### src/logic/uart_defines.vh
// Register offsets, field positions, reset values and bit timing for the serial port.
// Assumes byte addresses on a 32-bit AXI4-Lite bus, one aligned word per register.
`ifndef UART_DEFINES_VH
`define UART_DEFINES_VH

// ------------------------------------------------------------
// Register byte offsets
// ------------------------------------------------------------
`define OFS_DATA 6'h00
`define OFS_IER 6'h04
`define OFS_IIR_FCR 6'h08
`define OFS_LCR 6'h0C
`define OFS_MCR 6'h10
`define OFS_LSR 6'h14
`define OFS_DLL 6'h18
`define OFS_DLH 6'h1C
`define OFS_DLF 6'h20
`define OFS_LPL 6'h24
`define OFS_LPH 6'h28
`define OFS_MSR 6'h2C
`define LAST_INDEX 4'hB

// ------------------------------------------------------------
// Field positions
// ------------------------------------------------------------
`define LCR_STOP2 2
`define LCR_PAR_EN 3
`define LCR_EVEN 4
`define LCR_BREAK 6
`define MCR_RTS 1
`define MCR_AUTOFLOW 5
`define MCR_SIR 6
`define MCR_LOWPOWER 7
`define IER_RDA 0
`define IER_TX_HOLDING_EMPTY 1
`define IER_LSI 2
`define IER_PTIME 7
`define FCR_FIFO_EN 0
`define FCR_RX_RST 1
`define FCR_TX_RST 2

// ------------------------------------------------------------
// Reset values and codes
// ------------------------------------------------------------
`define RST_BYTE 8'h00
`define IID_NONE 4'h1
`define IID_LINE 4'h6
`define IID_RDA 4'h4
`define IID_TIMEOUT 4'hC
`define IID_TX_HOLDING_EMPTY 4'h2
`define RESP_OKAY 2'h0
`define RESP_SLVERR 2'h2

// ------------------------------------------------------------
// Bit timing in baud ticks
// ------------------------------------------------------------
`define TICKS_PER_BIT 6'h10
`define TICKS_STOP_HALF 6'h18
`define TICKS_STOP_TWO 6'h20
`define TICK_MID 4'h7
`define TICK_LAST 4'hF
`define SIR_PULSE_TICKS 6'h03
`define SIR_STRETCH 5'h10

`endif

### src/logic/sir_uart.v
// Serial port with 16-deep FIFOs, fractional baud generator, flow control and infrared SIR coding.
// Assumes an AXI4-Lite master on aclk; serial pins arrive asynchronously and are synchronised here.
//
// Local design decisions: the address map and register access over AXI4-Lite.
`timescale 1ns/10ps
`include "uart_defines.vh"

module sir_uart #(
  parameter SIR_PRESENT = 1,
  parameter FIFO_DEPTH = 16
) (
  input wire aclk,
  input wire aresetn,
  input wire [5:0] awaddr,
  input wire awvalid,
  output wire awready,
  input wire [31:0] wdata,
  input wire [3:0] wstrb,
  input wire wvalid,
  output wire wready,
  output reg [1:0] bresp,
  output reg bvalid,
  input wire bready,
  input wire [5:0] araddr,
  input wire arvalid,
  output wire arready,
  output reg [31:0] rdata,
  output reg [1:0] rresp,
  output reg rvalid,
  input wire rready,
  input wire rx_in,
  output reg tx_out,
  input wire sir_in,
  output reg sir_out_n,
  input wire cts_n,
  output reg rts_n,
  output reg baudout_n
);
  localparam PW = $clog2(FIFO_DEPTH);
  localparam [PW:0] DEPTH = FIFO_DEPTH[PW:0];
  localparam [2:0] TX_IDLE = 3'd0, TX_START = 3'd1, TX_DATA = 3'd2, TX_PAR = 3'd3, TX_STOP = 3'd4;
  localparam [2:0] RX_IDLE = 3'd0, RX_START = 3'd1, RX_DATA = 3'd2, RX_PAR = 3'd3, RX_STOP = 3'd4,
    RX_BRK = 3'd5;

  // ------------------------------------------------------------
  // Pin synchronisers
  // ------------------------------------------------------------
  reg [2:0] sync1_q;
  reg [2:0] sync2_q;
  always @(posedge aclk) begin
    if (!aresetn) begin
      sync1_q <= 3'h7;
      sync2_q <= 3'h7;
    end else begin
      sync1_q <= {rx_in, sir_in, cts_n};
      sync2_q <= sync1_q;
    end
  end
  wire rx_s = sync2_q[2];
  wire sir_s = sync2_q[1];
  wire cts_n_s = sync2_q[0];

  // ------------------------------------------------------------
  // Configuration registers
  // ------------------------------------------------------------
  reg [7:0] ier_q, lcr_q, mcr_q, dll_q, dlh_q, lpl_q, lph_q;
  reg [3:0] dlf_q;
  reg fifo_en_q;
  reg [1:0] rx_trig_q, tx_thr_q;

  wire sir = (SIR_PRESENT != 0) && mcr_q[`MCR_SIR];
  wire [1:0] dbits = sir ? 2'h3 : lcr_q[1:0];
  // SIR ignores parity and stop setting
  wire par_en = !sir && lcr_q[`LCR_PAR_EN];
  wire stop2 = !sir && lcr_q[`LCR_STOP2];
  wire [2:0] last_bit = {1'b0, dbits} + 3'h4;
  wire [7:0] dmask = 8'hFF >> (2'h3 - dbits);
  // half stop only for five-bit 1.5 stop
  wire [5:0] stop_ticks = !stop2 ? `TICKS_PER_BIT : (dbits == 2'h0 ? `TICKS_STOP_HALF : `TICKS_STOP_TWO);
  wire autoflow = mcr_q[`MCR_AUTOFLOW];

  // ------------------------------------------------------------
  // Baud and low-power tick generators
  // ------------------------------------------------------------
  wire [15:0] div = {dlh_q, dll_q};
  wire [15:0] lpdiv = {lph_q, lpl_q};
  reg [15:0] bcnt_q, lpcnt_q;
  reg [3:0] facc_q;
  wire [4:0] fsum = {1'b0, facc_q} + {1'b0, dlf_q};
  wire tick = (div != 16'h0000) && (bcnt_q == 16'h0000);
  wire lptick = (lpdiv != 16'h0000) && (lpcnt_q == 16'h0000);
  always @(posedge aclk) begin
    if (!aresetn) begin
      bcnt_q <= 16'h0000;
      facc_q <= 4'h0;
      lpcnt_q <= 16'h0000;
      baudout_n <= 1'b1;
    end else begin
      if (div == 16'h0000) begin
        bcnt_q <= 16'h0000;
      end else if (tick) begin
        facc_q <= fsum[3:0];
        bcnt_q <= div - 16'h0001 + {15'h0000, fsum[4]};
      end else begin
        bcnt_q <= bcnt_q - 16'h0001;
      end
      if (lpdiv == 16'h0000 || lptick) begin
        lpcnt_q <= (lpdiv == 16'h0000) ? 16'h0000 : lpdiv - 16'h0001;
      end else begin
        lpcnt_q <= lpcnt_q - 16'h0001;
      end
      baudout_n <= !tick;
    end
  end

  // ------------------------------------------------------------
  // Bus handshake
  // ------------------------------------------------------------
  reg aw_have_q, w_have_q;
  reg [5:0] aw_addr_q;
  reg [7:0] w_byte_q;
  reg w_en_q;
  assign awready = !aw_have_q;
  assign wready = !w_have_q;
  assign arready = !rvalid;
  wire wr_go = aw_have_q && w_have_q && !bvalid;
  wire rd_go = arvalid && !rvalid;
  wire wr_ok = (aw_addr_q[1:0] == 2'h0) && (aw_addr_q[5:2] <= `LAST_INDEX);
  wire rd_ok = (araddr[1:0] == 2'h0) && (araddr[5:2] <= `LAST_INDEX);
  wire wr_hit = wr_go && wr_ok && w_en_q;
  wire wr_data = wr_hit && aw_addr_q == `OFS_DATA;
  wire wr_fcr = wr_hit && aw_addr_q == `OFS_IIR_FCR;
  wire rd_data = rd_go && araddr == `OFS_DATA;
  wire rd_iir = rd_go && araddr == `OFS_IIR_FCR;
  wire rd_lsr = rd_go && araddr == `OFS_LSR;

  // ------------------------------------------------------------
  // FIFOs
  // ------------------------------------------------------------
  // separate sixteen-entry buffers
  reg [7:0] tx_mem [0:FIFO_DEPTH-1];
  reg [10:0] rx_mem [0:FIFO_DEPTH-1];
  reg [PW-1:0] tx_wp_q, tx_rp_q, rx_wp_q, rx_rp_q;
  reg [PW:0] tx_cnt_q, rx_cnt_q;
  // With FIFOs off each path holds a single character, as a plain holding register
  wire [PW:0] cap = fifo_en_q ? DEPTH : {{PW{1'b0}}, 1'b1};
  wire tx_full = tx_cnt_q >= cap;
  wire rx_full = rx_cnt_q >= cap;
  wire tx_empty = tx_cnt_q == {(PW+1){1'b0}};
  wire rx_empty = rx_cnt_q == {(PW+1){1'b0}};
  wire tx_push = wr_data && !tx_full;
  wire tx_pop;
  wire rx_push;
  wire rx_pop = rd_data && !rx_empty;
  wire [10:0] rx_word;
  wire rx_rst = wr_fcr && (w_byte_q[`FCR_RX_RST] || w_byte_q[`FCR_FIFO_EN] != fifo_en_q);
  wire tx_rst = wr_fcr && (w_byte_q[`FCR_TX_RST] || w_byte_q[`FCR_FIFO_EN] != fifo_en_q);
  wire rx_take = rx_push && !rx_full;
  always @(posedge aclk) begin
    if (tx_push) begin
      tx_mem[tx_wp_q] <= w_byte_q;
    end
    if (rx_take) begin
      rx_mem[rx_wp_q] <= rx_word;
    end
  end
  always @(posedge aclk) begin
    if (!aresetn || tx_rst) begin
      tx_wp_q <= {PW{1'b0}};
      tx_rp_q <= {PW{1'b0}};
      tx_cnt_q <= {(PW+1){1'b0}};
    end else begin
      if (tx_push) begin
        tx_wp_q <= tx_wp_q + 1'b1;
      end
      if (tx_pop) begin
        tx_rp_q <= tx_rp_q + 1'b1;
      end
      tx_cnt_q <= tx_cnt_q + {{PW{1'b0}}, tx_push} - {{PW{1'b0}}, tx_pop};
    end
  end
  always @(posedge aclk) begin
    if (!aresetn || rx_rst) begin
      rx_wp_q <= {PW{1'b0}};
      rx_rp_q <= {PW{1'b0}};
      rx_cnt_q <= {(PW+1){1'b0}};
    end else begin
      if (rx_take) begin
        rx_wp_q <= rx_wp_q + 1'b1;
      end
      if (rx_pop) begin
        rx_rp_q <= rx_rp_q + 1'b1;
      end
      rx_cnt_q <= rx_cnt_q + {{PW{1'b0}}, rx_take} - {{PW{1'b0}}, rx_pop};
    end
  end
  wire [10:0] rx_head = rx_mem[rx_rp_q];

  // ------------------------------------------------------------
  // Transmitter
  // ------------------------------------------------------------
  reg [2:0] tx_st_q, tx_bit_q;
  reg [5:0] tx_tick_q;
  reg [7:0] tx_sh_q;
  reg tx_par_q;
  wire rx_busy;
  wire [7:0] tx_head = tx_mem[tx_rp_q] & dmask;
  // with automatic flow control on, hold off while CTS is inactive
  // no transmit start while receiving in SIR
  assign tx_pop = (tx_st_q == TX_IDLE) && !tx_empty && !(autoflow && cts_n_s) && !(sir && rx_busy);
  wire tx_bit_end = tick && (tx_tick_q == `TICKS_PER_BIT - 6'h01);
  always @(posedge aclk) begin
    if (!aresetn) begin
      tx_st_q <= TX_IDLE;
      tx_bit_q <= 3'h0;
      tx_tick_q <= 6'h00;
      tx_sh_q <= `RST_BYTE;
      tx_par_q <= 1'b0;
    end else begin
      if (tick) begin
        tx_tick_q <= tx_tick_q + 6'h01;
      end
      case (tx_st_q)
        TX_IDLE: begin
          if (tx_pop) begin
            tx_sh_q <= tx_head;
            tx_par_q <= ^tx_head ^ !lcr_q[`LCR_EVEN];
            tx_tick_q <= 6'h00;
            tx_bit_q <= 3'h0;
            tx_st_q <= TX_START;
          end
        end
        TX_START: begin
          if (tx_bit_end) begin
            tx_tick_q <= 6'h00;
            tx_st_q <= TX_DATA;
          end
        end
        TX_DATA: begin
          if (tx_bit_end) begin
            tx_tick_q <= 6'h00;
            tx_sh_q <= {1'b0, tx_sh_q[7:1]};
            tx_bit_q <= tx_bit_q + 3'h1;
            if (tx_bit_q == last_bit) begin
              tx_st_q <= par_en ? TX_PAR : TX_STOP;
            end
          end
        end
        TX_PAR: begin
          if (tx_bit_end) begin
            tx_tick_q <= 6'h00;
            tx_st_q <= TX_STOP;
          end
        end
        TX_STOP: begin
          if (tick && tx_tick_q == stop_ticks - 6'h01) begin
            tx_st_q <= TX_IDLE;
          end
        end
        default: tx_st_q <= TX_IDLE;
      endcase
    end
  end
  wire tx_level = (tx_st_q == TX_START) ? 1'b0 : (tx_st_q == TX_DATA) ? tx_sh_q[0] :
    (tx_st_q == TX_PAR) ? tx_par_q : 1'b1;
  always @(posedge aclk) begin
    if (!aresetn) begin
      tx_out <= 1'b1;
      sir_out_n <= 1'b1;
    end else begin
      // serial pin idles high in SIR
      tx_out <= sir ? 1'b1 : (tx_level && !lcr_q[`LCR_BREAK]);
      sir_out_n <= !(sir && !tx_level && tx_tick_q < `SIR_PULSE_TICKS);
    end
  end

  // ------------------------------------------------------------
  // Receiver
  // ------------------------------------------------------------
  reg [2:0] rx_st_q, rx_bit_q;
  reg [3:0] rx_tick_q;
  reg [7:0] rx_sh_q;
  reg [4:0] str_q;
  reg rx_par_q, rx_zero_q;
  // low-power mode samples on its own faster tick
  // short pulse caught by the faster tick
  wire sir_tick = mcr_q[`MCR_LOWPOWER] ? lptick : tick;
  // own infrared echo ignored while sending
  wire sir_seen = sir && sir_tick && !sir_s && tx_st_q == TX_IDLE;
  always @(posedge aclk) begin
    if (!aresetn) begin
      str_q <= 5'h00;
    end else if (sir_seen) begin
      str_q <= `SIR_STRETCH;
    end else if (tick && str_q != 5'h00) begin
      str_q <= str_q - 5'h01;
    end
  end
  // infrared input feeds receiver in SIR
  wire line = sir ? (str_q == 5'h00) : rx_s;
  wire [7:0] rx_data = (rx_sh_q >> (2'h3 - dbits)) & dmask;
  wire rx_perr = par_en && (rx_par_q != (^rx_data ^ !lcr_q[`LCR_EVEN]));
  assign rx_busy = rx_st_q != RX_IDLE;
  assign rx_push = (rx_st_q == RX_STOP) && tick && rx_tick_q == `TICK_LAST;
  // all zeros and low stop is a break
  assign rx_word = {rx_zero_q && !line, !line, rx_perr, rx_data};
  always @(posedge aclk) begin
    if (!aresetn) begin
      rx_st_q <= RX_IDLE;
      rx_bit_q <= 3'h0;
      rx_tick_q <= 4'h0;
      rx_sh_q <= `RST_BYTE;
      rx_par_q <= 1'b0;
      rx_zero_q <= 1'b0;
    end else begin
      if (tick) begin
        rx_tick_q <= rx_tick_q + 4'h1;
      end
      case (rx_st_q)
        RX_IDLE: begin
          if (tick && !line) begin
            rx_tick_q <= 4'h0;
            rx_st_q <= RX_START;
          end
        end
        RX_START: begin
          if (tick && rx_tick_q == `TICK_MID) begin
            rx_tick_q <= 4'h0;
            rx_bit_q <= 3'h0;
            rx_zero_q <= 1'b1;
            rx_st_q <= line ? RX_IDLE : RX_DATA;
          end
        end
        RX_DATA: begin
          if (tick && rx_tick_q == `TICK_LAST) begin
            rx_sh_q <= {line, rx_sh_q[7:1]};
            rx_zero_q <= rx_zero_q && !line;
            rx_bit_q <= rx_bit_q + 3'h1;
            if (rx_bit_q == last_bit) begin
              rx_st_q <= par_en ? RX_PAR : RX_STOP;
            end
          end
        end
        RX_PAR: begin
          if (tick && rx_tick_q == `TICK_LAST) begin
            rx_par_q <= line;
            rx_zero_q <= rx_zero_q && !line;
            rx_st_q <= RX_STOP;
          end
        end
        RX_STOP: begin
          if (rx_push) begin
            rx_st_q <= line ? RX_IDLE : RX_BRK;
          end
        end
        RX_BRK: begin
          if (line) begin
            rx_st_q <= RX_IDLE;
          end
        end
        default: rx_st_q <= RX_IDLE;
      endcase
    end
  end

  // ------------------------------------------------------------
  // Line status, timeout and identification
  // ------------------------------------------------------------
  reg ovr_q, perr_q, ferr_q, brk_q, tx_holding_empty_int_q, tx_holding_empty_cond_q;
  reg [9:0] to_cnt_q;
  // Start, data (last index plus one), parity, and one or two stops
  wire [3:0] char_bits = {1'b0, last_bit} + 4'h3 + {3'h0, par_en} + {3'h0, stop2};
  wire [9:0] to_limit = {char_bits, 6'h00};
  wire [PW:0] rx_trig = (rx_trig_q == 2'h0) ? {{PW{1'b0}}, 1'b1} : (rx_trig_q == 2'h1) ? DEPTH >> 2 :
    (rx_trig_q == 2'h2) ? DEPTH >> 1 : DEPTH - {{(PW-1){1'b0}}, 2'h2};
  wire [PW:0] tx_thr = (tx_thr_q == 2'h0) ? {(PW+1){1'b0}} : (tx_thr_q == 2'h1) ? {{(PW-1){1'b0}}, 2'h2} :
    (tx_thr_q == 2'h2) ? DEPTH >> 2 : DEPTH >> 1;
  wire prog_tx_holding_empty = ier_q[`IER_PTIME] && fifo_en_q;
  wire tx_holding_empty_cond = prog_tx_holding_empty ? (tx_cnt_q <= tx_thr) : tx_empty;
  wire line_err = ovr_q || perr_q || ferr_q || brk_q;
  wire rda = fifo_en_q ? (rx_cnt_q >= rx_trig) : !rx_empty;
  wire timeout = fifo_en_q && !rx_empty && to_cnt_q >= to_limit;
  always @(posedge aclk) begin
    if (!aresetn) begin
      ovr_q <= 1'b0;
      perr_q <= 1'b0;
      ferr_q <= 1'b0;
      brk_q <= 1'b0;
      tx_holding_empty_int_q <= 1'b0;
      tx_holding_empty_cond_q <= 1'b0;
      to_cnt_q <= 10'h000;
    end else begin
      // Error flags: a new event wins over the clearing read
      ovr_q <= (rx_push && rx_full) || (ovr_q && !rd_lsr);
      perr_q <= (rx_take && rx_word[8]) || (perr_q && !rd_lsr);
      ferr_q <= (rx_take && rx_word[9]) || (ferr_q && !rd_lsr);
      brk_q <= (rx_take && rx_word[10]) || (brk_q && !rd_lsr);
      tx_holding_empty_cond_q <= tx_holding_empty_cond;
      tx_holding_empty_int_q <= (tx_holding_empty_cond && !tx_holding_empty_cond_q) || (tx_holding_empty_int_q && !rd_iir && !wr_data);
      // four character times without FIFO activity
      if (rx_empty || rx_take || rx_pop) begin
        to_cnt_q <= 10'h000;
      end else if (tick && to_cnt_q < to_limit) begin
        to_cnt_q <= to_cnt_q + 10'h001;
      end
    end
  end
  wire [3:0] iid = (line_err && ier_q[`IER_LSI]) ? `IID_LINE : (rda && ier_q[`IER_RDA]) ? `IID_RDA :
    (timeout && ier_q[`IER_RDA]) ? `IID_TIMEOUT : (tx_holding_empty_int_q && tx_holding_empty_cond && ier_q[`IER_TX_HOLDING_EMPTY]) ? `IID_TX_HOLDING_EMPTY :
    `IID_NONE;
  // status bit shows full in threshold mode
  wire lsr5 = prog_tx_holding_empty ? tx_full : tx_empty;
  wire [7:0] line_status_reg = {line_err || perr_q, tx_empty && tx_st_q == TX_IDLE, lsr5, brk_q, ferr_q, perr_q, ovr_q,
    !rx_empty};

  // ------------------------------------------------------------
  // Register writes and flow control output
  // ------------------------------------------------------------
  always @(posedge aclk) begin
    if (!aresetn) begin
      aw_have_q <= 1'b0;
      w_have_q <= 1'b0;
      aw_addr_q <= 6'h00;
      w_byte_q <= `RST_BYTE;
      w_en_q <= 1'b0;
      bvalid <= 1'b0;
      bresp <= `RESP_OKAY;
      ier_q <= `RST_BYTE;
      lcr_q <= `RST_BYTE;
      mcr_q <= `RST_BYTE;
      dll_q <= `RST_BYTE;
      dlh_q <= `RST_BYTE;
      dlf_q <= 4'h0;
      lpl_q <= `RST_BYTE;
      lph_q <= `RST_BYTE;
      fifo_en_q <= 1'b0;
      rx_trig_q <= 2'h0;
      tx_thr_q <= 2'h0;
      rts_n <= 1'b1;
    end else begin
      if (awvalid && awready) begin
        aw_have_q <= 1'b1;
        aw_addr_q <= awaddr;
      end
      if (wvalid && wready) begin
        w_have_q <= 1'b1;
        w_byte_q <= wdata[7:0];
        w_en_q <= wstrb[0];
      end
      if (wr_go) begin
        aw_have_q <= 1'b0;
        w_have_q <= 1'b0;
        bvalid <= 1'b1;
        bresp <= wr_ok ? `RESP_OKAY : `RESP_SLVERR;
      end else if (bready) begin
        bvalid <= 1'b0;
      end
      if (wr_hit) begin
        case (aw_addr_q)
          `OFS_IER: ier_q <= w_byte_q;
          `OFS_IIR_FCR: begin
            fifo_en_q <= w_byte_q[`FCR_FIFO_EN];
            tx_thr_q <= w_byte_q[5:4];
            rx_trig_q <= w_byte_q[7:6];
          end
          // length field sets five to eight
          `OFS_LCR: lcr_q <= w_byte_q;
          `OFS_MCR: mcr_q <= w_byte_q;
          `OFS_DLL: dll_q <= w_byte_q;
          `OFS_DLH: dlh_q <= w_byte_q;
          `OFS_DLF: dlf_q <= w_byte_q[3:0];
          `OFS_LPL: lpl_q <= w_byte_q;
          `OFS_LPH: lph_q <= w_byte_q;
          default: ;
        endcase
      end
      // with automatic flow control on, RTS drops when receive buffer reaches trigger
      rts_n <= !(mcr_q[`MCR_RTS] && !(autoflow && rx_cnt_q >= rx_trig));
    end
  end

  // ------------------------------------------------------------
  // Register reads
  // ------------------------------------------------------------
  reg [7:0] rd_byte;
  always @* begin
    rd_byte = 8'h00;
    case (araddr)
      `OFS_DATA: rd_byte = rx_empty ? 8'h00 : rx_head[7:0];
      `OFS_IER: rd_byte = ier_q;
      `OFS_IIR_FCR: rd_byte = {fifo_en_q, fifo_en_q, 2'h0, iid};
      `OFS_LCR: rd_byte = lcr_q;
      `OFS_MCR: rd_byte = mcr_q;
      `OFS_LSR: rd_byte = line_status_reg;
      `OFS_DLL: rd_byte = dll_q;
      `OFS_DLH: rd_byte = dlh_q;
      `OFS_DLF: rd_byte = {4'h0, dlf_q};
      `OFS_LPL: rd_byte = lpl_q;
      `OFS_LPH: rd_byte = lph_q;
      `OFS_MSR: rd_byte = {3'h0, !cts_n_s, 2'h0, rx_busy, tx_st_q != TX_IDLE};
      default: rd_byte = 8'h00;
    endcase
  end
  always @(posedge aclk) begin
    if (!aresetn) begin
      rvalid <= 1'b0;
      rdata <= 32'h00000000;
      rresp <= `RESP_OKAY;
    end else if (rd_go) begin
      rvalid <= 1'b1;
      rdata <= {24'h000000, rd_ok ? rd_byte : 8'h00};
      rresp <= rd_ok ? `RESP_OKAY : `RESP_SLVERR;
    end else if (rready) begin
      rvalid <= 1'b0;
    end
  end
endmodule

### config.mk
export PLATFORM = sky130hd
export DESIGN_NAME = sir_uart
export DESIGN_NICKNAME = d
export VERILOG_FILES = /design/src/logic/sir_uart.v
export VERILOG_INCLUDE_DIRS = /design/src /design/src/logic
export SDC_FILE = /design/constraint.sdc
export NUM_CORES = 1
export LEC_CHECK = 0
export ABC_AREA = 1
export CAP_MARGIN = 30
export CELL_PAD_IN_SITES_DETAIL_PLACEMENT = 1
export CELL_PAD_IN_SITES_GLOBAL_PLACEMENT = 2
export CORE_UTILIZATION = 43
export DETAILED_ROUTE_END_ITERATION = 12
export DONT_BUFFER_PORTS = 1
export PLACE_DENSITY = 0.83
export SLEW_MARGIN = 40
export SYNTH_ARGS = -nofsm -noshare
export SYNTH_HDL_FRONTEND = slang
export SYNTH_SLANG_ARGS = --single-unit
### constraint.sdc
create_clock -name aclk -period 6.3 [get_ports aclk]
set_clock_uncertainty 0.05 [all_clocks]
set_input_delay 1.26 -clock aclk [delete_from_list [all_inputs] [get_ports aclk]]
set_output_delay 1.26 -clock aclk [all_outputs]
set_load 0.01 [all_outputs]
**Word level (Yosys, flattened, before mapping)**

Memory sizes are Yosys's and may differ from the RTL's. A register that Yosys moved wholly into a read port is not among the register bits.
Cells that the tools add are included.

- Bits in writable memories: 304
- Bits of input ports: 58
- Word-level logic and storage cells: 401
- Memories: 2
- Latch bits: 0
- Flip-flop bits (word level): 230
- Memory bits (read-only): 0
- Output and inout bits: 45

Memories:

| name | words | bits a word | rd ports | clocked after Yosys merged registers in | wr ports | line | text |
|---|---|---|---|---|---|---|---|
| rx_mem | 16 | 11 | 1 | 1 | 1 | sir_uart.v:142 | `reg [10:0] rx_mem [0:FIFO_DEPTH-1];` |
| tx_mem | 16 | 8 | 1 | 1 | 1 | sir_uart.v:141 | `reg [7:0] tx_mem [0:FIFO_DEPTH-1];` |

- Magnitude comparators: 9
- $add $sub $neg: 26
- Div/mod/pow operators: 0
- Reduce and logical (&&, ||, !) cells: 163
- $mul: 0
- Shift operators: 2
- Bitwise gates (word level): 6
- Mux-type cells: 82
- Equal/unequal tests: 55

Operators by type and width:

| cell | number |
|---|---|
| case mux 8 bit (12 select lines) | 1 |
| logical AND 1 bit | 67 |
| logical NOT 16 bit | 4 |
| subtractor 16 x 1 -> 16 bit, second input constant | 4 |
| 2-to-1 mux 3 bit | 20 |
| 2-to-1 mux 4 bit | 15 |
| 2-to-1 mux 16 bit | 3 |
| equality test 6 x 5 -> 1 bit, second input constant | 7 |
| equality test 6 bit, second input constant | 7 |
| 2-to-1 mux 8 bit | 4 |
| nonzero test 16 bit | 2 |
| equality test 6 x 4 -> 1 bit, second input constant | 5 |
| 2-to-1 mux 6 bit | 5 |
| logical NOT 1 bit | 26 |
| inequality test 2 bit, second input constant | 13 |
| AND reduction 2 bit | 13 |
| adder 4 x 1 -> 4 bit, second input constant | 5 |
| 2-to-1 mux 1 bit | 18 |
| case mux 3 bit (6 select lines) | 1 |
| adder 16 x 1 -> 16 bit | 1 |
| bitwise AND 8 bit | 2 |
| logical OR 1 bit | 16 |
| case mux 8 bit (2 select lines) | 1 |
| parity 8 bit | 2 |
| other kinds (54) | 101 |

**Longest topological paths before layout**

- Word-level depth: 14
- Depth in mapped cells: 22
- Depth with buffers taken out: 22

**Least setup slack after synthesis**

No wires, ideal clock.

- Path type: input -> register
- Start: input port araddr[1]
- End: register rx_cnt_q[4]
- Data required time: 6134 ps
- Setup time: 116 ps
- Setup slack: 2797 ps
- Arrival time: 3337 ps
- Stages: 17
- Path buffers: 0
- Path through: nor2_1 > nand3_1 > nor2_1 > nand2_1 > nor2_1 > ha_1 > inv_1 > ha_1 > inv_1 > fa_1 > inv_1 > a21oi_1 > nor2_1 > nor2_1 > xor2_1 > inv_1 > nor2_1

- Cells in the longest elaborated chain, start to end: 4

RTL lines:

| element | line | text |
|---|---|---|
| start: declaration | sir_uart.v:24 | `input wire [5:0] araddr,` |
| logical NOT 6 bit | n/a |  |
| logical AND 1 bit (no source line) | n/a |  |
| logical AND 1 bit | sir_uart.v:154 | `wire rx_pop = rd_data && !rx_empty;` |
| named net rx_pop | sir_uart.v:154 |  |
| subtractor 5 x 1 -> 5 bit | sir_uart.v:194 | `rx_cnt_q <= rx_cnt_q + {{PW{1'b0}}, rx_take} - {{PW{1'b0}}, rx_pop};` |
| end signal: assignment | sir_uart.v:186 | `rx_cnt_q <= {(PW+1){1'b0}};` |
| end signal: assignment | sir_uart.v:194 |  |
| end: declaration | sir_uart.v:144 | `reg [PW:0] tx_cnt_q, rx_cnt_q;` |

The timed path passes the listed nets, and every way through them passes these cells.
A chain may end at the register's enable or synchronous reset.

**Worst setup path in the final report**

- Start: register mcr_q[6]
- End: register rdata[1]

- Cells in the longest elaborated chain, start to end: 13
- Elaborated cells on any way between the ends: 16
- Those cells by class: add/sub (4); order compare (1); mux (6); reduce/logical (5)

RTL lines:

| element | line | text |
|---|---|---|
| start: declaration | sir_uart.v:66 | `reg [7:0] ier_q, lcr_q, mcr_q, dll_q, dlh_q, lpl_q, lph_q;` |
| start signal: assignment | sir_uart.v:430 | `` mcr_q <= `RST_BYTE; `` |
| start signal: assignment | sir_uart.v:468 | `` `OFS_MCR: mcr_q <= w_byte_q; `` |
| 2-to-1 mux 2 bit | sir_uart.v:72 | `wire [1:0] dbits = sir ? 2'h3 : lcr_q[1:0];` |
| adder 2 x 3 -> 3 bit | sir_uart.v:76 | `wire [2:0] last_bit = {1'b0, dbits} + 3'h4;` |
| adder 3 x 2 -> 4 bit | sir_uart.v:372 | `wire [3:0] char_bits = {1'b0, last_bit} + 4'h3 + {3'h0, par_en} + {3'h0, stop2};` |
| adder 4 x 1 -> 4 bit | sir_uart.v:372 |  |
| adder 4 x 1 -> 4 bit (*) | sir_uart.v:372 |  |
| greater-or-equal comparator 10 bit (*) | sir_uart.v:382 | `wire timeout = fifo_en_q && !rx_empty && to_cnt_q >= to_limit;` |
| logical AND 1 bit (*) | sir_uart.v:382 |  |
| logical AND 1 bit (*) | sir_uart.v:409 | `` (timeout && ier_q[`IER_RDA]) ? `IID_TIMEOUT : (tx_holding_empty_int_q && tx_holding_empty_cond && ier_q[`IER_T ... `` |
| 2-to-1 mux 4 bit (no source line) (*) (3 in series) | n/a |  |
| case mux 8 bit (12 select lines) (*) | sir_uart.v:488 | `case (araddr)` |
| 2-to-1 mux 8 bit (*) | sir_uart.v:511 | `rdata <= {24'h000000, rd_ok ? rd_byte : 8'h00};` |
| end signal: assignment | sir_uart.v:511 |  |
| end: declaration | sir_uart.v:27 | `output reg [31:0] rdata,` |

Every way passes the cells marked *; elsewhere a longest branch is shown, timed or not.

==> flow_summary.yaml <==
pwr:
  power_report.internal_total_mw: 5.68
  switching_share: 0.283
  static-leakage-power_nw: 10.2
  fraction_of_power_consumed_by_combinational_cells: 0.145
  power_frac_clock: 0.410
  share_seq_of_total_power: 0.445
  vdd_drop_max_uv: 282
  power-per-cell-area_mw_per_mm2: 307
  net-switching-power_mw: 2.24
die:
  core_ar_sq_mm: 0.0538
  ioPinCount: 103
  die-height_um: 235
  die-area_sq_mm: 0.0553
  initial_utilization: 0.435
  die_w_um: 235
  fp-row-count: 85
outcome:
  run_status: "complete, no violations"
cts:
  number_of_buffers_added_by_the_clock_tree_synthesis_step: 54
  tritoncts: "done"
  postCtsSetupRepairBufs: 0
  worstSkewPairLatency_ns: 0.62
  ctsResizeCount: 0
  worst_setup_hold_path_clk_slew_ns: 0.06
  clock_path_buffers: 3
  clock-root-buffer: "clkbuf_16"
  htree_num_levels: 2
  cts_num_sinks: 492
  hold_fix_buffers_at_cts: 0
final_layout:
  antenna_cells_inserted: 0
  synthToLayoutAreaGrowth_pct: 10.1
  layout-drive-gt1-share: 0.0692
  fillers: 6371
  final_design_area_no_fill_sq_mm: 0.0258
  layout.nets: 2793
synthesis:
  netlist_instances: 2689
  yosys_warnings: 0
  synth.most_common_cell: "nand2_1"
  yosys.area.top_type_share: 0.329
  total_standard_cell_area_after_synthesis_sq_mm: 0.0234
  proportion_of_synthesized_flip_flops_having_asynchronous_set_or_reset: 0
  sequential_fraction_of_the_synthesis_area: 0.531
  synth_top_flop_cell: "edfxtp_1"
  netlist_top_cells_area: "edfxtp_1 (33%), dfxtp_1 (20%), nand2_1 (8.1%)"
  synth_enable_flop_cells: 256
  yosys.area.top_type: "edfxtp_1"
  synth.ff_latch_count: 492
  ys_top_cells_by_count: "nand2_1 (506), nor2_1 (323), inv_1 (303), edfxtp_1 (256), dfxtp_1 (236)"
  synth_area_per_cell_sq_um: 8.70
  synthDistinctLibCells: 61
detailed_routing:
  wl_um: 68000
  routed_wire_length_per_instance_um: 19.9
  drt_iter0_markers: 979
  via_per_inst: 5.40
  detailroute.via_count: 18417
  remaining_drc_errors: 0
  drtPass1Iterations: 5
  postRouteAntennaNets: 0
timing:
  min_period_over_period: 0.637
  slew_violations: 0
  rel_slew_slack: 0.418
  timing.final.hold_violations: 0
  finalHoldWorstSlack_ns: 0.388
  period_needed_ns: 4.01
  tightestPinTransition_ns: 0.871
  achievable-frequency_mhz: 249
  finalSetupViolations: 0
  grt_setup_unrepaired: "false"
  setup_tns_ns: 0
critical_path:
  critical_path_peak_fanout: 14
  setup.worst_path.class: "reg2reg"
  worst_r2r_path_depth: 21
  worst_ep_arrival_ns: 4.41
  worst_setup_path_end_kind: "flop"
  setup.worst_path.start_class: "flop"
  ff2ff_setup_slack_ns: 2.29
  critical_path.reg2reg.startpoint: "mcr_q[6]$_SDFFE_PN0P_"
  critical_path_required_ns: 6.70
  regToRegEndpoint: "rdata[1]$_SDFFE_PN0P_"
min_path:
  min_path_cells: 1
  worst_hold_path.endpoint: "sync2_q[2]$_SDFF_PN1_"
  holdCritPathClass: "reg2reg"
  startpoint_of_the_tightest_hold_check_path: "sync1_q[2]$_SDFF_PN1_"
place:
  place.gp.congestion: 0.853
  dp_hpwl_um: 47200
  placed_area_sq_mm: 0.0239
  placement.io_buffers: 0
grt:
  overflow: 0
  global_route.usage.total: 0.247
  grt_antenna_before_repair: 0
  first_global_vias: 19392
  grt_first_pass_wirelength_um: 108000
  grt_max_degree: 95
job:
  max_cap_viol: 0
sequential cells by signal, indices dropped and copies added, names as in the netlist, 10 cells and up, named ones only:
name and flops:
to_cnt_q 10, rx_mem 128, tx_mem 128, lpcnt_q 16, bcnt_q 16
through the flow:
step,power (mW),util,instances,setup WS [ns]
after floorplan,4.41,-,2714,2.80
after global placement,4.68,0.444,3310,2.13
after detailed placement,4.74,0.444,3310,2.08
after CTS,7.98,0.478,3412,2.20
after global routing,8.26,0.479,3412,1.91
final,7.92,0.479,3412,2.29
power by group through the flow:
stage / logic (mW) / registers, mW / clock network [mW]
after CTS: 1.15 / 3.52 / 3.30
final: 1.15 / 3.52 / 3.25
after detailed placement: 1.15 / 3.59 / 0
after floorplan: 0.849 / 3.56 / 0
after global placement: 1.09 / 3.59 / 0
after global routing: 1.30 / 3.53 / 3.42
area by class of cell:
class | count | area (sq um) | share of cell area
well taps | 696 | 871 | 0.0338
clock buffers | 68 | 1480 | 0.0573
repair buffers | 18 | 135 | 0.00525
multi-input cells | 1784 | 9320 | 0.362
clock inverters | 34 | 332 | 0.0129
inverters | 320 | 1200 | 0.0467
flip-flops and latches | 492 | 12400 | 0.482
cell usage in the layout (no fill, tap or decap), types with 6 or more instances in the layout:
cell	netlist	final
a211oi_1	23	23
a21oi_1	169	169
buf_4	32	18
bufinv_16	0	6
clkbuf_1	53	8
clkbuf_16	0	55
clkinv_1	5	13
clkinv_2	0	15
conb_1	1	26
dfxtp_1	236	229
dfxtp_2	0	7
edfxtp_1	256	256
ha_1	61	61
inv_1	303	303
inv_2	12	12
mux2i_1	11	11
nand2_1	506	506
nand3_1	157	157
nand4_1	25	25
nor2_1	323	311
nor2_2	9	21
nor3_1	34	34
nor4_1	12	12
o2111ai_1	7	7
o211ai_1	37	37
o21a_1	12	12
o21ai_0	195	194
o21ai_1	7	7
o221ai_1	11	11
o22ai_1	11	11
or2_2	15	15
xnor2_1	10	10
xor2_1	56	56
how the worst max path moves through the flow:
| stage | from | end | slack (ns) | depth (start not counted) |
|---|---|---|---|---|
| 4_1_cts | mcr_q[6]$_SDFFE_PN0P_ | rdata[1]$_SDFFE_PN0P_ | 2.20 | 19 |
| 6_report | mcr_q[6]$_SDFFE_PN0P_ | rdata[1]$_SDFFE_PN0P_ | 2.29 | 21 |
| 2_1_floorplan | araddr[1] | rx_cnt_q[4]$_SDFF_PP0_ | 2.80 | 17 |
| 5_1_grt | mcr_q[6]$_SDFFE_PN0P_ | rdata[2]$_SDFFE_PN0P_ | 1.91 | 20 |
| 3_5_place_dp | araddr[1] | rx_cnt_q[4]$_SDFF_PP0_ | 2.08 | 17 |
| 3_3_place_gp | araddr[1] | rx_cnt_q[4]$_SDFF_PP0_ | 2.13 | 17 |
worst max-delay path, stage by stage (launching register included):
cell and delay, ns:
dfxtp_1 0.42, nor2_2 0.65, ha_1 0.35, inv_1 0.05
ha_1 0.13, inv_1 0.06, fa_1 0.40, xor2_1 0.17
ha_1 0.30, nand2_1 0.05, inv_1 0.06, o21ai_0 0.08
nand2_1 0.10, inv_1 0.09, o21ai_0 0.19, nand4_1 0.22
nand3_1 0.14, o21ai_0 0.08, nand2_1 0.08, nand2_1 0.06
nand2_1 0.05, a21oi_1 0.07
routing by layer:
metal	wire length, um	global-route usage	vias to the layer above
met1	29900	0.313	9022
li1	-	-	8924
met2	33300	0.430	340
met5	0	0	-
met4	2300	0.0907	0
met3	2590	0.0328	131
cell families (layout without fill, tap and decap cells):
family          after synthesis  after routing  share of synthesized area
simple gates               1115           1115                      0.205
compound gates              501            501                      0.122
flops                       492            492                      0.531
buf+inv                     438            440                     0.0772
xor+xnor                     66             66                     0.0247
fa+ha+maj                    65             65                     0.0360
mux                          11             11                    0.00471
other cells                   1             26                   0.000160
(Power assumes the default switching activity.)
